[src/design/fcsd_map.svh]
// Offsets, command codes, unlock addresses and timing counts of the flash command sequencer
`ifndef FCSD_MAP_SVH
`define FCSD_MAP_SVH
// ----------------------------------------
// Register offsets (byte addresses)
// ----------------------------------------
`define FCSD_REG_CTRL 8'h00
`define FCSD_REG_ADDR 8'h04
`define FCSD_REG_WDATA 8'h08
`define FCSD_REG_STATUS 8'h0c
// ----------------------------------------
// Control field positions
// ----------------------------------------
`define FCSD_CTRL_CMD_LSB 0
`define FCSD_CTRL_CMD_MSB 3
`define FCSD_CTRL_BYTE_MODE 4
`define FCSD_CTRL_POLL_EN 5
`define FCSD_CTRL_RESET 8'h00
// ----------------------------------------
// Unlock addresses and command data
// ----------------------------------------
`define FCSD_UNLOCK1_WORD 21'h000555
`define FCSD_UNLOCK2_WORD 21'h0002aa
`define FCSD_UNLOCK1_BYTE 21'h000aaa
`define FCSD_UNLOCK2_BYTE 21'h000555
`define FCSD_QUERY_WORD 21'h000055
`define FCSD_QUERY_BYTE 21'h0000aa
`define FCSD_D_UNLOCK1 16'h00aa
`define FCSD_D_UNLOCK2 16'h0055
`define FCSD_D_RESET 16'h00f0
`define FCSD_D_AUTOSEL 16'h0090
`define FCSD_D_PROGRAM 16'h00a0
`define FCSD_D_BYPASS 16'h0020
`define FCSD_D_BYPASS_EXIT 16'h0000
`define FCSD_D_ERASE_SETUP 16'h0080
`define FCSD_D_CHIP_ERASE 16'h0010
`define FCSD_D_SECTOR_ERASE 16'h0030
`define FCSD_D_SUSPEND 16'h00b0
`define FCSD_D_RESUME 16'h0030
`define FCSD_D_QUERY 16'h0098
`define FCSD_D_TEMP_UNPROT 16'h0077
// ----------------------------------------
// Status bit positions on the data bus
// ----------------------------------------
`define FCSD_BIT_TOGGLE 6
`define FCSD_BIT_TIMEOUT 5
// ----------------------------------------
// Timing
// ----------------------------------------
`define FCSD_CLK_NS 20
`define FCSD_T_STROBE_NS 70
`define FCSD_STROBE_CYC ((`FCSD_T_STROBE_NS + `FCSD_CLK_NS - 1) / `FCSD_CLK_NS)
`define FCSD_SYNC_CYC 2
`endif

[src/design/fcsd_pkg.sv]
// Types of the flash command sequencer
package fcsd_pkg;
	typedef enum logic [3:0] {
		FCSD_READ, FCSD_RESET, FCSD_AUTOSEL, FCSD_PROGRAM, FCSD_BYPASS,
		FCSD_BYPASS_PROG, FCSD_BYPASS_EXIT, FCSD_CHIP_ERASE, FCSD_SECTOR_ERASE,
		FCSD_SUSPEND, FCSD_RESUME, FCSD_QUERY, FCSD_TEMP_UNPROT
	} fcsd_cmd_e;
	typedef enum {FCSD_IDLE, FCSD_SETUP, FCSD_STROBE, FCSD_HOLD} fcsd_state_e;
	typedef struct packed {
		logic valid;
		logic rd;
		logic [20:0] a;
		logic [15:0] d;
	} fcsd_step_s;
endpackage

[src/design/fcsd_host.sv]
// Host-side controller that issues flash command sequences over the asynchronous bus
`timescale 1ns/1ns
`include "fcsd_map.svh"
module fcsd_host (
	// Clock and reset
	input wire logic clk,
	input wire logic reset_n,
	// Register port
	input wire logic [7:0] reg_addr,
	input wire logic [31:0] reg_wdata,
	input wire logic reg_write,
	input wire logic reg_read,
	output logic [31:0] reg_rdata,
	// Flash bus
	output logic [20:0] flash_addr,
	output logic [15:0] flash_dq_out,
	output logic flash_dq_oe,
	input wire logic [15:0] flash_dq_in,
	output logic flash_ce_n,
	output logic flash_we_n,
	output logic flash_oe_n,
	output logic flash_reset_n,
	input wire logic ready_busy_n_output
);
	import fcsd_pkg::*;

	// ----------------------------------------
	// Reset release and input synchronisers
	// ----------------------------------------
	logic [1:0] rst_sync_ff;
	logic rst_n;
	logic [15:0] dq_meta_ff, dq_sync_ff;
	logic rb_meta_ff, rb_sync_ff;

	always_ff @(posedge clk or negedge reset_n) begin
		if (!reset_n) begin
			rst_sync_ff <= 2'h0;
		end else begin
			rst_sync_ff <= {rst_sync_ff[0], 1'b1};
		end
	end
	assign rst_n = rst_sync_ff[1];

	always_ff @(posedge clk or negedge rst_n) begin
		if (!rst_n) begin
			dq_meta_ff <= 16'h0000;
			dq_sync_ff <= 16'h0000;
			rb_meta_ff <= 1'b1;
			rb_sync_ff <= 1'b1;
		end else begin
			dq_meta_ff <= flash_dq_in;
			dq_sync_ff <= dq_meta_ff;
			rb_meta_ff <= ready_busy_n_output;
			rb_sync_ff <= rb_meta_ff;
		end
	end

	// ----------------------------------------
	// Command registers
	// ----------------------------------------
	fcsd_cmd_e cmd_ff;
	logic byte_mode_ff, poll_en_ff;
	logic [20:0] addr_ff;
	logic [15:0] wdata_ff;
	logic [15:0] rdata_ff;
	logic busy_ff, err_ff, polling_ff, prev_tog_ff, tmo_seen_ff;
	logic start;
	fcsd_state_e state_ff;
	logic [2:0] step_ff;
	logic [3:0] cnt_ff;
	fcsd_step_s cur;
	logic seq_done;
	fcsd_step_s ahead;

	// A command written while busy is dropped so a sequence is never split
	assign start = reg_write && reg_addr == `FCSD_REG_CTRL && !busy_ff;

	always_ff @(posedge clk or negedge rst_n) begin
		if (!rst_n) begin
			cmd_ff <= FCSD_READ;
			byte_mode_ff <= 1'b0;
			poll_en_ff <= 1'b0;
			addr_ff <= 21'h000000;
			wdata_ff <= 16'h0000;
		end else if (reg_write && !busy_ff) begin
			unique case (reg_addr)
				`FCSD_REG_CTRL: begin
					cmd_ff <= fcsd_cmd_e'(reg_wdata[`FCSD_CTRL_CMD_MSB:`FCSD_CTRL_CMD_LSB]);
					byte_mode_ff <= reg_wdata[`FCSD_CTRL_BYTE_MODE];
					poll_en_ff <= reg_wdata[`FCSD_CTRL_POLL_EN];
				end
				`FCSD_REG_ADDR: addr_ff <= reg_wdata[20:0];
				`FCSD_REG_WDATA: wdata_ff <= reg_wdata[15:0];
				default: ;
			endcase
		end
	end

	always_ff @(posedge clk or negedge rst_n) begin
		if (!rst_n) begin
			reg_rdata <= 32'h00000000;
		end else if (reg_read) begin
			unique case (reg_addr)
				`FCSD_REG_CTRL: reg_rdata <= {26'h0000000, poll_en_ff, byte_mode_ff, cmd_ff};
				`FCSD_REG_ADDR: reg_rdata <= {11'h000, addr_ff};
				`FCSD_REG_WDATA: reg_rdata <= {16'h0000, wdata_ff};
				`FCSD_REG_STATUS: reg_rdata <= {rdata_ff, 13'h0000, rb_sync_ff, err_ff, busy_ff};
				default: reg_rdata <= 32'h00000000;
			endcase
		end
	end

	// ----------------------------------------
	// Sequence table
	// ----------------------------------------
	function automatic fcsd_step_s step_of(fcsd_cmd_e c, logic [2:0] n, logic bm,
			logic [20:0] a, logic [15:0] v);
		logic [20:0] u1, u2, bk;
		fcsd_step_s s;
		u1 = bm ? `FCSD_UNLOCK1_BYTE : `FCSD_UNLOCK1_WORD;
		u2 = bm ? `FCSD_UNLOCK2_BYTE : `FCSD_UNLOCK2_WORD;
		bk = {a[20:11], u1[10:0]};
		s = '{valid: 1'b0, rd: 1'b0, a: a, d: 16'h0000};
		unique case (c)
			FCSD_READ: if (n == 3'h0) s = '{1'b1, 1'b1, a, 16'h0000};
			FCSD_RESET: if (n == 3'h0) s = '{1'b1, 1'b0, a, `FCSD_D_RESET};
			FCSD_SUSPEND: if (n == 3'h0) s = '{1'b1, 1'b0, a, `FCSD_D_SUSPEND};
			FCSD_RESUME: if (n == 3'h0) s = '{1'b1, 1'b0, a, `FCSD_D_RESUME};
			FCSD_QUERY: if (n == 3'h0) begin
				s = '{1'b1, 1'b0, bm ? `FCSD_QUERY_BYTE : `FCSD_QUERY_WORD, `FCSD_D_QUERY};
			end
			FCSD_BYPASS_PROG: begin
				if (n == 3'h0) s = '{1'b1, 1'b0, a, `FCSD_D_PROGRAM};
				else if (n == 3'h1) s = '{1'b1, 1'b0, a, v};
			end
			FCSD_BYPASS_EXIT: begin
				if (n == 3'h0) s = '{1'b1, 1'b0, a, `FCSD_D_AUTOSEL};
				else if (n == 3'h1) s = '{1'b1, 1'b0, a, `FCSD_D_BYPASS_EXIT};
			end
			default: begin
				// Unlocked sequences share cycles 0/1, erase repeats them at 3/4
				if (n == 3'h0 || n == 3'h3) s = '{1'b1, 1'b0, u1, `FCSD_D_UNLOCK1};
				else if (n == 3'h1 || n == 3'h4) s = '{1'b1, 1'b0, u2, `FCSD_D_UNLOCK2};
				else if (n == 3'h2) begin
					unique case (c)
						FCSD_AUTOSEL: s = '{1'b1, 1'b0, bk, `FCSD_D_AUTOSEL};
						FCSD_PROGRAM: s = '{1'b1, 1'b0, u1, `FCSD_D_PROGRAM};
						FCSD_BYPASS: s = '{1'b1, 1'b0, u1, `FCSD_D_BYPASS};
						FCSD_TEMP_UNPROT: s = '{1'b1, 1'b0, u1, `FCSD_D_TEMP_UNPROT};
						default: s = '{1'b1, 1'b0, u1, `FCSD_D_ERASE_SETUP};
					endcase
				end
				// Unlock cycles 3/4 only exist for erase
				if ((n == 3'h3 || n == 3'h4) && c != FCSD_CHIP_ERASE && c != FCSD_SECTOR_ERASE) begin
					s.valid = 1'b0;
				end
				if (n == 3'h3 && c == FCSD_AUTOSEL) s = '{1'b1, 1'b1, a, 16'h0000};
				if (n == 3'h3 && c == FCSD_PROGRAM) s = '{1'b1, 1'b0, a, v};
				if (n == 3'h5 && c == FCSD_CHIP_ERASE) s = '{1'b1, 1'b0, u1, `FCSD_D_CHIP_ERASE};
				if (n == 3'h5 && c == FCSD_SECTOR_ERASE) begin
					s = '{1'b1, 1'b0, {a[20:12], 12'h000}, `FCSD_D_SECTOR_ERASE};
				end
			end
		endcase
		return s;
	endfunction

	// Polling re-reads the target address until the toggle bit settles or still toggles on the read after a timeout
	assign cur = polling_ff ? '{1'b1, 1'b1, addr_ff, 16'h0000} :
		step_of(cmd_ff, step_ff, byte_mode_ff, addr_ff, wdata_ff);
	assign ahead = step_of(cmd_ff, step_ff + 3'h1, byte_mode_ff, addr_ff, wdata_ff);
	assign seq_done = !ahead.valid;

	// ----------------------------------------
	// Bus cycle engine
	// ----------------------------------------
	logic busy_op;
	assign busy_op = cmd_ff == FCSD_PROGRAM || cmd_ff == FCSD_BYPASS_PROG ||
		cmd_ff == FCSD_CHIP_ERASE || cmd_ff == FCSD_SECTOR_ERASE;

	always_ff @(posedge clk or negedge rst_n) begin
		if (!rst_n) begin
			state_ff <= FCSD_IDLE;
			step_ff <= 3'h0;
			cnt_ff <= 4'h0;
			busy_ff <= 1'b0;
			polling_ff <= 1'b0;
			err_ff <= 1'b0;
			rdata_ff <= 16'h0000;
			prev_tog_ff <= 1'b0;
			tmo_seen_ff <= 1'b0;
		end else begin
			unique case (state_ff)
				FCSD_IDLE: if (start) begin
					state_ff <= FCSD_SETUP;
					step_ff <= 3'h0;
					busy_ff <= 1'b1;
					err_ff <= 1'b0;
				end
				FCSD_SETUP: begin
					state_ff <= FCSD_STROBE;
					// One extra count: the strobe falls a cycle after select
					cnt_ff <= cur.rd ? 4'(`FCSD_STROBE_CYC + `FCSD_SYNC_CYC + 1) :
						4'(`FCSD_STROBE_CYC + 1);
				end
				FCSD_STROBE: if (cnt_ff == 4'h1) begin
					state_ff <= FCSD_HOLD;
					if (cur.rd) rdata_ff <= dq_sync_ff;
				end else begin
					cnt_ff <= cnt_ff - 4'h1;
				end
				FCSD_HOLD: begin
					if (polling_ff) begin
						// Timeout only counts if the read after it still toggles
						if (step_ff != 3'h0 && (tmo_seen_ff ||
								rdata_ff[`FCSD_BIT_TOGGLE] == prev_tog_ff)) begin
							err_ff <= rdata_ff[`FCSD_BIT_TOGGLE] != prev_tog_ff;
							polling_ff <= 1'b0;
							state_ff <= FCSD_IDLE;
							busy_ff <= 1'b0;
						end else begin
							step_ff <= 3'h1;
							state_ff <= FCSD_SETUP;
						end
						tmo_seen_ff <= step_ff != 3'h0 && rdata_ff[`FCSD_BIT_TIMEOUT];
						prev_tog_ff <= rdata_ff[`FCSD_BIT_TOGGLE];
					end else if (seq_done) begin
						if (poll_en_ff && busy_op) begin
							polling_ff <= 1'b1;
							tmo_seen_ff <= 1'b0;
							step_ff <= 3'h0;
							state_ff <= FCSD_SETUP;
						end else begin
							state_ff <= FCSD_IDLE;
							busy_ff <= 1'b0;
						end
					end else begin
						step_ff <= step_ff + 3'h1;
						state_ff <= FCSD_SETUP;
					end
				end
			endcase
		end
	end

	// ----------------------------------------
	// Flash pins
	// ----------------------------------------
	always_ff @(posedge clk or negedge rst_n) begin
		if (!rst_n) begin
			flash_addr <= 21'h000000;
			flash_dq_out <= 16'h0000;
			flash_dq_oe <= 1'b0;
			flash_ce_n <= 1'b1;
			flash_we_n <= 1'b1;
			flash_oe_n <= 1'b1;
			flash_reset_n <= 1'b0;
		end else begin
			flash_reset_n <= 1'b1;
			unique case (state_ff)
				FCSD_IDLE: ;
				FCSD_SETUP: begin
					flash_addr <= cur.a;
					flash_dq_out <= cur.d;
					flash_dq_oe <= !cur.rd;
					flash_ce_n <= 1'b0;
				end
				FCSD_STROBE: begin
					flash_we_n <= cur.rd || cnt_ff == 4'h1;
					flash_oe_n <= !cur.rd || cnt_ff == 4'h1;
					flash_ce_n <= cnt_ff == 4'h1;
				end
				FCSD_HOLD: flash_dq_oe <= 1'b0;
			endcase
		end
	end
endmodule // fcsd_host

[config.mk]
export PLATFORM = sky130hd
export DESIGN_NAME = fcsd_host
export DESIGN_NICKNAME = d
export VERILOG_FILES = /design/src/design/fcsd_pkg.sv /design/src/design/fcsd_host.sv
export VERILOG_INCLUDE_DIRS = /design/src /design/src/design
export SDC_FILE = /design/constraint.sdc
export NUM_CORES = 1
export LEC_CHECK = 0
export BUFFER_PORTS_ARGS = -buffer_cell sky130_fd_sc_hd__buf_4
export CORE_ASPECT_RATIO = 0.8
export CORE_MARGIN = 4
export CORE_UTILIZATION = 55
export DETAILED_ROUTE_END_ITERATION = 16
export GPL_TIMING_DRIVEN = 0
export PLACE_DENSITY = 0.76
export SLEW_MARGIN = 5
export SYNTH_ARGS = -nofsm -noshare
export SYNTH_HDL_FRONTEND = slang
export SYNTH_SLANG_ARGS = --single-unit
[constraint.sdc]
create_clock -name clk -period 15.39 [get_ports clk]
set_input_delay 2.3085 -clock clk [delete_from_list [all_inputs] [get_ports clk]]
set_output_delay 2.3085 -clock clk [all_outputs]
set_load 0.05 [all_outputs]
==> results of run 1 <==
## sequential cells by signal, indices dropped and copies added, names as in the netlist, 2 cells and up
register / flops
reg_rdata: 32
addr_ff: 21
flash_addr: 21
dq_meta_ff: 16
dq_sync_ff: 16
flash_dq_out: 16
rdata_ff: 16
wdata_ff: 16
cmd_ff: 4
cnt_ff: 4
step_ff: 3
rst_sync_ff: 2
state_ff: 2
## through the flow
stage	setup WS [ns]	hold WS (ns)	cell area, sq um	util (%)
after floorplan	9.92	0.331	8420	-
after global placement	8.32	0.332	9560	63.7
after detailed placement	10.75	0.204	9650	64.3
after CTS	11.18	0.215	10300	68.3
after global routing	11.11	0.231	10300	68.3
final	11.17	0.210	10300	68.3
## Yosys cell counts, drive strengths merged, types with 3 or more instances
cell type | count | share of area (%)
nor4b | 4 | 0.59
o21ai | 56 | 3.4
or2 | 3 | 0.22
inv | 55 | 2.5
nor3 | 11 | 0.79
o22ai | 22 | 1.6
nand3b | 9 | 0.85
buf | 16 | 1.2
a22o | 14 | 1.5
a21o | 6 | 0.54
nand3 | 19 | 1.1
a211oi | 3 | 0.27
and3 | 3 | 0.25
and2 | 3 | 0.22
or4 | 3 | 0.31
mux4 | 3 | 0.94
a31oi | 11 | 0.82
nand2b | 10 | 0.74
clkbuf | 30 | 1.3
mux2i | 15 | 1.8
dfrtp | 178 | 53
nand2 | 30 | 1.4
dfstp | 5 | 1.6
o2bb2ai | 5 | 0.52
nor2 | 38 | 1.7
o21a | 4 | 0.36
a21oi | 43 | 2.6
a22oi | 17 | 1.5
a31o | 3 | 0.31
nor2b | 15 | 1.1
mux2 | 60 | 8.0
a221oi | 3 | 0.31
ha | 15 | 2.2
## report_power, final
group	leakage, nW	internal (mW)	switching, mW	total [mW]
sequential	2.36	0.552	0.0564	0.608
combinational	2.05	0.167	0.317	0.484
clock	0.289	0.233	0.210	0.443
## how the worst min path moves through the flow
stage / endpoint / slack (ns) / cells past startpoint
4_1_cts: dq_meta_ff[11] / 0.21 / 0
6_report: dq_meta_ff[11] / 0.21 / 0
3_3_place_gp: dq_sync_ff[10] / 0.33 / 0
3_5_place_dp: dq_meta_ff[11] / 0.20 / 0
2_1_floorplan: dq_sync_ff[0] / 0.33 / 0
5_1_grt: rdata_ff[3] / 0.23 / 0
## area by class of cell
type | count | area (sq um)
inverter | 56 | 210
multi-input combinational | 469 | 3410
tap | 189 | 236
sequential | 183 | 4590
buffer | 46 | 213
clock buffer | 17 | 425
fill | 1116 | 4760
clock inverter | 15 | 185
timing repair buffer | 124 | 991
## critical path, delay by kind of cell
family / cells / cell delay, ns
buf+inv: 2 / 0.44
mux: 1 / 0.37
simple gates: 4 / 1.43
## per-layer routing
metal  vias to the layer above  GRT usage (%)
li1                       2998              -
met1                      3374           39.3
met2                       288           42.0
met3                        47           6.44
met4                         0           8.87
met5                         -              0
## cells by family after synthesis
group           share of synthesized area [%]
compound gates                           16.6
xor+xnor                                0.208
fa+ha+maj                                2.23
buf+inv                                  5.03
flops                                    54.5
mux                                      10.8
other cells                            0.0446
simple gates                             10.6
==> impl_metrics.tcl, run 1 <==
set metrics [dict create \
    numPortBuffers 121 \
    grt_usage_pct 27.5 \
    drt-vias-per-instance 6.10 \
    io_pins 135 \
    grt_max_degree 65 \
    htree_levels 4 \
    grt_pass1_wl_mm 37.1 \
    required_ns 15.71 \
    hpwl_mm 17.5 \
    coreArea_sq_mm 0.0150 \
    drt_wl_total_mm 23.6 \
    diodes 0 \
    detail_route.first_pass.iterations 5 \
    hold_path_class "reg -> async" \
    die_area_sq_mm 0.0174 \
    final_cell_mix "177 x dfrtp_1, 123 x buf_4, 60 x mux2_2, 55 x inv_1, 53 x o21ai_0" \
    synth_area_sq_mm 0.00841 \
    cts_resized 0 \
    status "complete, no violations" \
    num_rows 40 \
    final_nets 973 \
    cts_tree "built" \
    final_layout_size_suffix_gt1_share_pct 28.2 \
    wl_per_cell_um 21.5 \
    dp.cells 1067 \
    setup_viol 0 \
    cp-end-kind "flop" \
    numCtsBuffers 17 \
    period_share_pct 27.4 \
    clockBufferDepth 2 \
    crit_start "reg_addr[1]" \
    synth-seq-cells 183 \
    cp-start-kind "input pin" \
    finalSetupTns_ns 0 \
    synth-edff-count 0 \
    ir_drop_mv 0.134 \
    drtIter0Drc 615 \
    antenna_found_initial 0 \
    crit_top_cell "buf_4" \
    power_mw 1.54 \
    synthFlopType "dfrtp_1" \
    yosys_warnings 0 \
    endpoint "addr_ff[16]" \
    yosysSeqAreaShare_pct 54.5 \
    worst-setup-path-type "in -> reg" \
    post-cts-setup-buffers 0 \
    worst_ep_arrival_time_ns 4.54 \
    grt_pass1_vias 6757 \
    wl_met3_mm 1.72 \
    cp_cell_sequence "buf_4 > or4_4 > nor3_4 > nand2_1 > nor4b_4 > buf_4 > mux2_2" \
    syn-mean-instance-area_sq_um 11.2 \
    clk_pin_slew_ns 0.08 \
    finalNonFillerCells 1099 \
    ys_async_sr_fraction_pct 100 \
    power_density_mw_per_mm2 150 \
    wl_met1_mm 10.5 \
    dr_wl_met2_mm 10.8 \
    clkSinkCount 183 \
    ant_nets 0 \
    clock_tree.root_cell "clkbuf_16" \
    r2r_start "step_ff[2]" \
    slew_headroom_pct 13.1 \
    drcViolationCount 0 \
    regToRegEndpoint "flash_addr[10]" \
    synthCells 753 \
    fmaxAchievable_mhz 237 \
    die_h_um 119 \
    tightest_slew_ns 1.29 \
    rsz0062_at_grt "no" \
    final_common_cell "dfrtp_1" \
    path_max_fanout 10 \
    drv_slew 0 \
    die_w_um 146 \
    min_period_ns 4.22 \
    skew_ns 0.0129 \
    power_leakage_nw 4.70 \
    ff2ff_path_depth 10 \
    max_cap_violations 0 \
    initial_utilization_pct 56.0 \
    rrSetupSlack_ns 12.10 \
    synth_cell_types 79 \
    highest_layer "met4" \
    vias 6707 \
    grt_overflow 0 \
    critPathSlowestCell "or4_4" \
    ctsHoldBuffers 0 \
    critical_path.max_stage_delay_ns 0.57 \
    place_congestion 0.917 \
    insertion_delay_ns 0.44 \
    areaGrowthSynthToFinish_pct 21.9 \
    finalHoldViolations 0 \
]
(Power assumes the default switching activity.)
==> run 2: changes to the inputs <==
--- a/config.mk
+++ b/config.mk
@@ -6,6 +6,7 @@
 export SDC_FILE = /design/constraint.sdc
 export NUM_CORES = 1
 export LEC_CHECK = 0
+export ABC_AREA = 1
 export BUFFER_PORTS_ARGS = -buffer_cell sky130_fd_sc_hd__buf_4
 export CORE_ASPECT_RATIO = 0.8
 export CORE_MARGIN = 4
==> constraint.sdc (replaced) <==
create_clock -name clk -period 4.3 [get_ports clk]
set_input_delay 0.645 -clock clk [delete_from_list [all_inputs] [get_ports clk]]
set_output_delay 0.645 -clock clk [all_outputs]
set_load 0.05 [all_outputs]
==> run 2 against run 1 <==
Setup slack worse by 9.4 ns. Synthesized cell count is 34% higher. Largest cell class unchanged. Die area is 0.21% higher. Design area hardly changed. Register-to-register slack worse by 10 ns. Global-route usage is 0.43 points lower. Routed wire length is 2.5% lower. Critical path depth is 4 higher.
==> impl_metrics.tcl, run 2 <==
set metrics [dict create \
    status "complete, no violations" \
    final_cell_mix "289 x nand2_1, 177 x dfrtp_1, 124 x o21ai_0, 124 x buf_4, 114 x inv_1" \
    synth_top_area_share_pct 52.8 \
    cp-start-kind "flop" \
    areaGrowthSynthToFinish_pct 21.6 \
    grt_max_degree 63 \
    wl_per_cell_um 17.0 \
    clk_pin_slew_ns 0.07 \
    clkSinkCount 183 \
    drv_slew 0 \
    hold_path_class "reg -> async" \
    synth-edff-count 0 \
    num_rows 40 \
    yosysSeqAreaShare_pct 54.4 \
    power_density_mw_per_mm2 534 \
    antenna_found_initial 0 \
    final_nets 1230 \
    final_common_cell "nand2_1" \
    finalHoldViolations 0 \
    synthTopCellsByCount "289 x nand2_1, 178 x dfrtp_1, 124 x o21ai_0" \
    grt_overflow 0 \
    initial_utilization_pct 56.2 \
    hpwl_mm 17.0 \
    wl_met3_mm 2.13 \
    ir_drop_mv 0.499 \
    period_share_pct 58.2 \
    dr_wl_met2_mm 10.2 \
    final_layout_size_suffix_gt1_share_pct 17.4 \
    fmaxAchievable_mhz 399 \
    yosysTopAreaCell "dfrtp_1" \
    io_pins 135 \
    place_congestion 0.907 \
    skew_ns 0.00918 \
    insertion_delay_ns 0.44 \
    ant_nets 0 \
    setup_viol 0 \
    drcViolationCount 0 \
    clockBufferDepth 2 \
    synth_area_sq_mm 0.00843 \
    required_ns 4.62 \
    wl_met1_mm 10.3 \
    numCtsBuffers 17 \
    max_cap_violations 0 \
    die_h_um 119 \
    cts_tree "built" \
    worst_ep_arrival_time_ns 2.83 \
    synthCells 1007 \
    synth_cell_types 40 \
    detail_route.first_pass.iterations 5 \
    worst-setup-path-type "reg -> reg" \
    synth_area_leaders "dfrtp_1 53%, nand2_1 13%, o21ai_0 7.4%, inv_1 5.1%, a21oi_1 3.3%" \
    highest_layer "met4" \
    grt_pass1_wl_mm 37.1 \
    rrSetupSlack_ns 1.80 \
    dp.cells 1323 \
    power_leakage_nw 5.19 \
    vias 7368 \
    clock_tree.root_cell "clkbuf_16" \
    finalSetupTns_ns 0 \
    tightest_slew_ns 0.666 \
    slew_headroom_pct 55.6 \
    syn-mean-instance-area_sq_um 8.37 \
    yosysMostFrequentCell "nand2_1" \
    numPortBuffers 123 \
    finalNonFillerCells 1356 \
    coreArea_sq_mm 0.0150 \
    largest_reg_flops 32 \
    grt_usage_pct 27.1 \
    cp-end-kind "flop" \
    min_period_ns 2.50 \
    die_w_um 146 \
    drtIter0Drc 738 \
    drt_wl_total_mm 23.0 \
    synthFlopType "dfrtp_1" \
    diodes 0 \
    drt-vias-per-instance 5.43 \
    largestRegisters "reg_rdata (32), addr_ff (21), flash_addr (21)" \
    die_area_sq_mm 0.0174 \
    fillerInstances 1269 \
    htree_levels 4 \
    synth-seq-cells 183 \
    largest-register "reg_rdata" \
    ys_async_sr_fraction_pct 100 \
    path_max_fanout 10 \
    rsz0062_at_grt "no" \
    grt_pass1_vias 7185 \
    yosys_warnings 0 \
]
## run 2: cell types whose count changed after synthesis, moves of 12 or more
cell     delta
nand2_1   +260
o21ai_0    +71
inv_1      +59
mux2_2     -57
nor2_1     +25
o21ai_1    +21
a22oi_1    -17
mux2i_1    -15
nor2b_1    -15
a21oi_1    +12
a22o_1     -12
## run 2: kinds of logic (layout without fill, tap and decap cells)
group / after synthesis / count (layout) / share of synthesized area [%]
AOI/OAI and AO/OA: 235 / 235 / 14.7
xor gates and xnor gates: 2 / 2 / 0.208
adders and majority gates: 15 / 15 / 2.23
buffers and inverters: 157 / 316 / 7.17
DFF: 183 / 183 / 54.4
muxes: 9 / 9 / 1.47
other: 1 / 2 / 0.0445
and+or+nand+nor: 405 / 405 / 19.8
## run 2: per-layer routing
metal	vias up	track usage (%)
li1	3532	-
met1	3482	38.9
met2	319	40.2
met3	35	7.82
met4	0	8.11
met5	-	0
## run 2: where the power goes
group | internal, mW | switching (mW) | leakage, nW
Combinational | 0.550 | 1.29 | 2.58
Clock | 0.766 | 0.735 | 0.271
Sequential | 1.98 | 0.161 | 2.34
## run 2: critical path, stage by stage, from the launching register on
cell and delay, ns:
dfrtp_1 0.46, inv_1 0.13, ha_1 0.25, inv_1 0.13, nor2_4 0.08, inv_1 0.22
nor2_1 0.09, nor3_2 0.31, inv_2 0.11, nand2_4 0.11, buf_6 0.17, mux2_4 0.31
## run 2: path summary, 6_finish.rpt
path / to / from / depth (start not counted)
setup / recovery: rdata_ff[10] / step_ff[0] / 11
hold / removal: cnt_ff[1] / rst_sync_ff[1] / 0
setup reg to reg: rdata_ff[10] / step_ff[0] / 11
hold reg to reg: cnt_ff[1] / rst_sync_ff[1] / 0
max in group asynchronous: rb_sync_ff / rst_sync_ff[1] / 2
min in group clk: dq_meta_ff[12] / flash_dq_in[12] / 1
## run 2: final cells by class
type | instances | area (sq um) | area share, %
buffer | 33 | 136 | 1.33
clock buffer | 18 | 429 | 4.18
clock inverter | 14 | 136 | 1.33
inverter | 124 | 468 | 4.56
multi-input combinational | 668 | 3250 | 31.6
sequential | 183 | 4590 | 44.7
tap | 189 | 236 | 2.31
timing repair buffer | 127 | 1020 | 9.90
## run 2: metrics by stage
| stage | cell area, sq um | power (mW) | setup slack (ns) | util [%] | hold slack [ns] |
|---|---|---|---|---|---|
| finish | 10300 | 5.48 | 1.80 | 68.3 | 0.237 |
| global route | 10300 | 5.79 | 1.67 | 68.3 | 0.262 |
| CTS | 10300 | 5.49 | 1.82 | 68.3 | 0.247 |
| detailed placement | 9680 | 3.98 | 1.83 | 64.5 | 0.250 |
| global placement | 9600 | 3.94 | 0.241 | 63.9 | 0.332 |
| floorplan | 8440 | 3.43 | 1.28 | - | 0.331 |
## run 2: timing repair
item | 4_1_cts | 5_1_grt
gates resized for setup | 0 | 0
hold buffers | 1 | 0
hold endpoints to repair | 2 | 0
setup buffers | 0 | 0
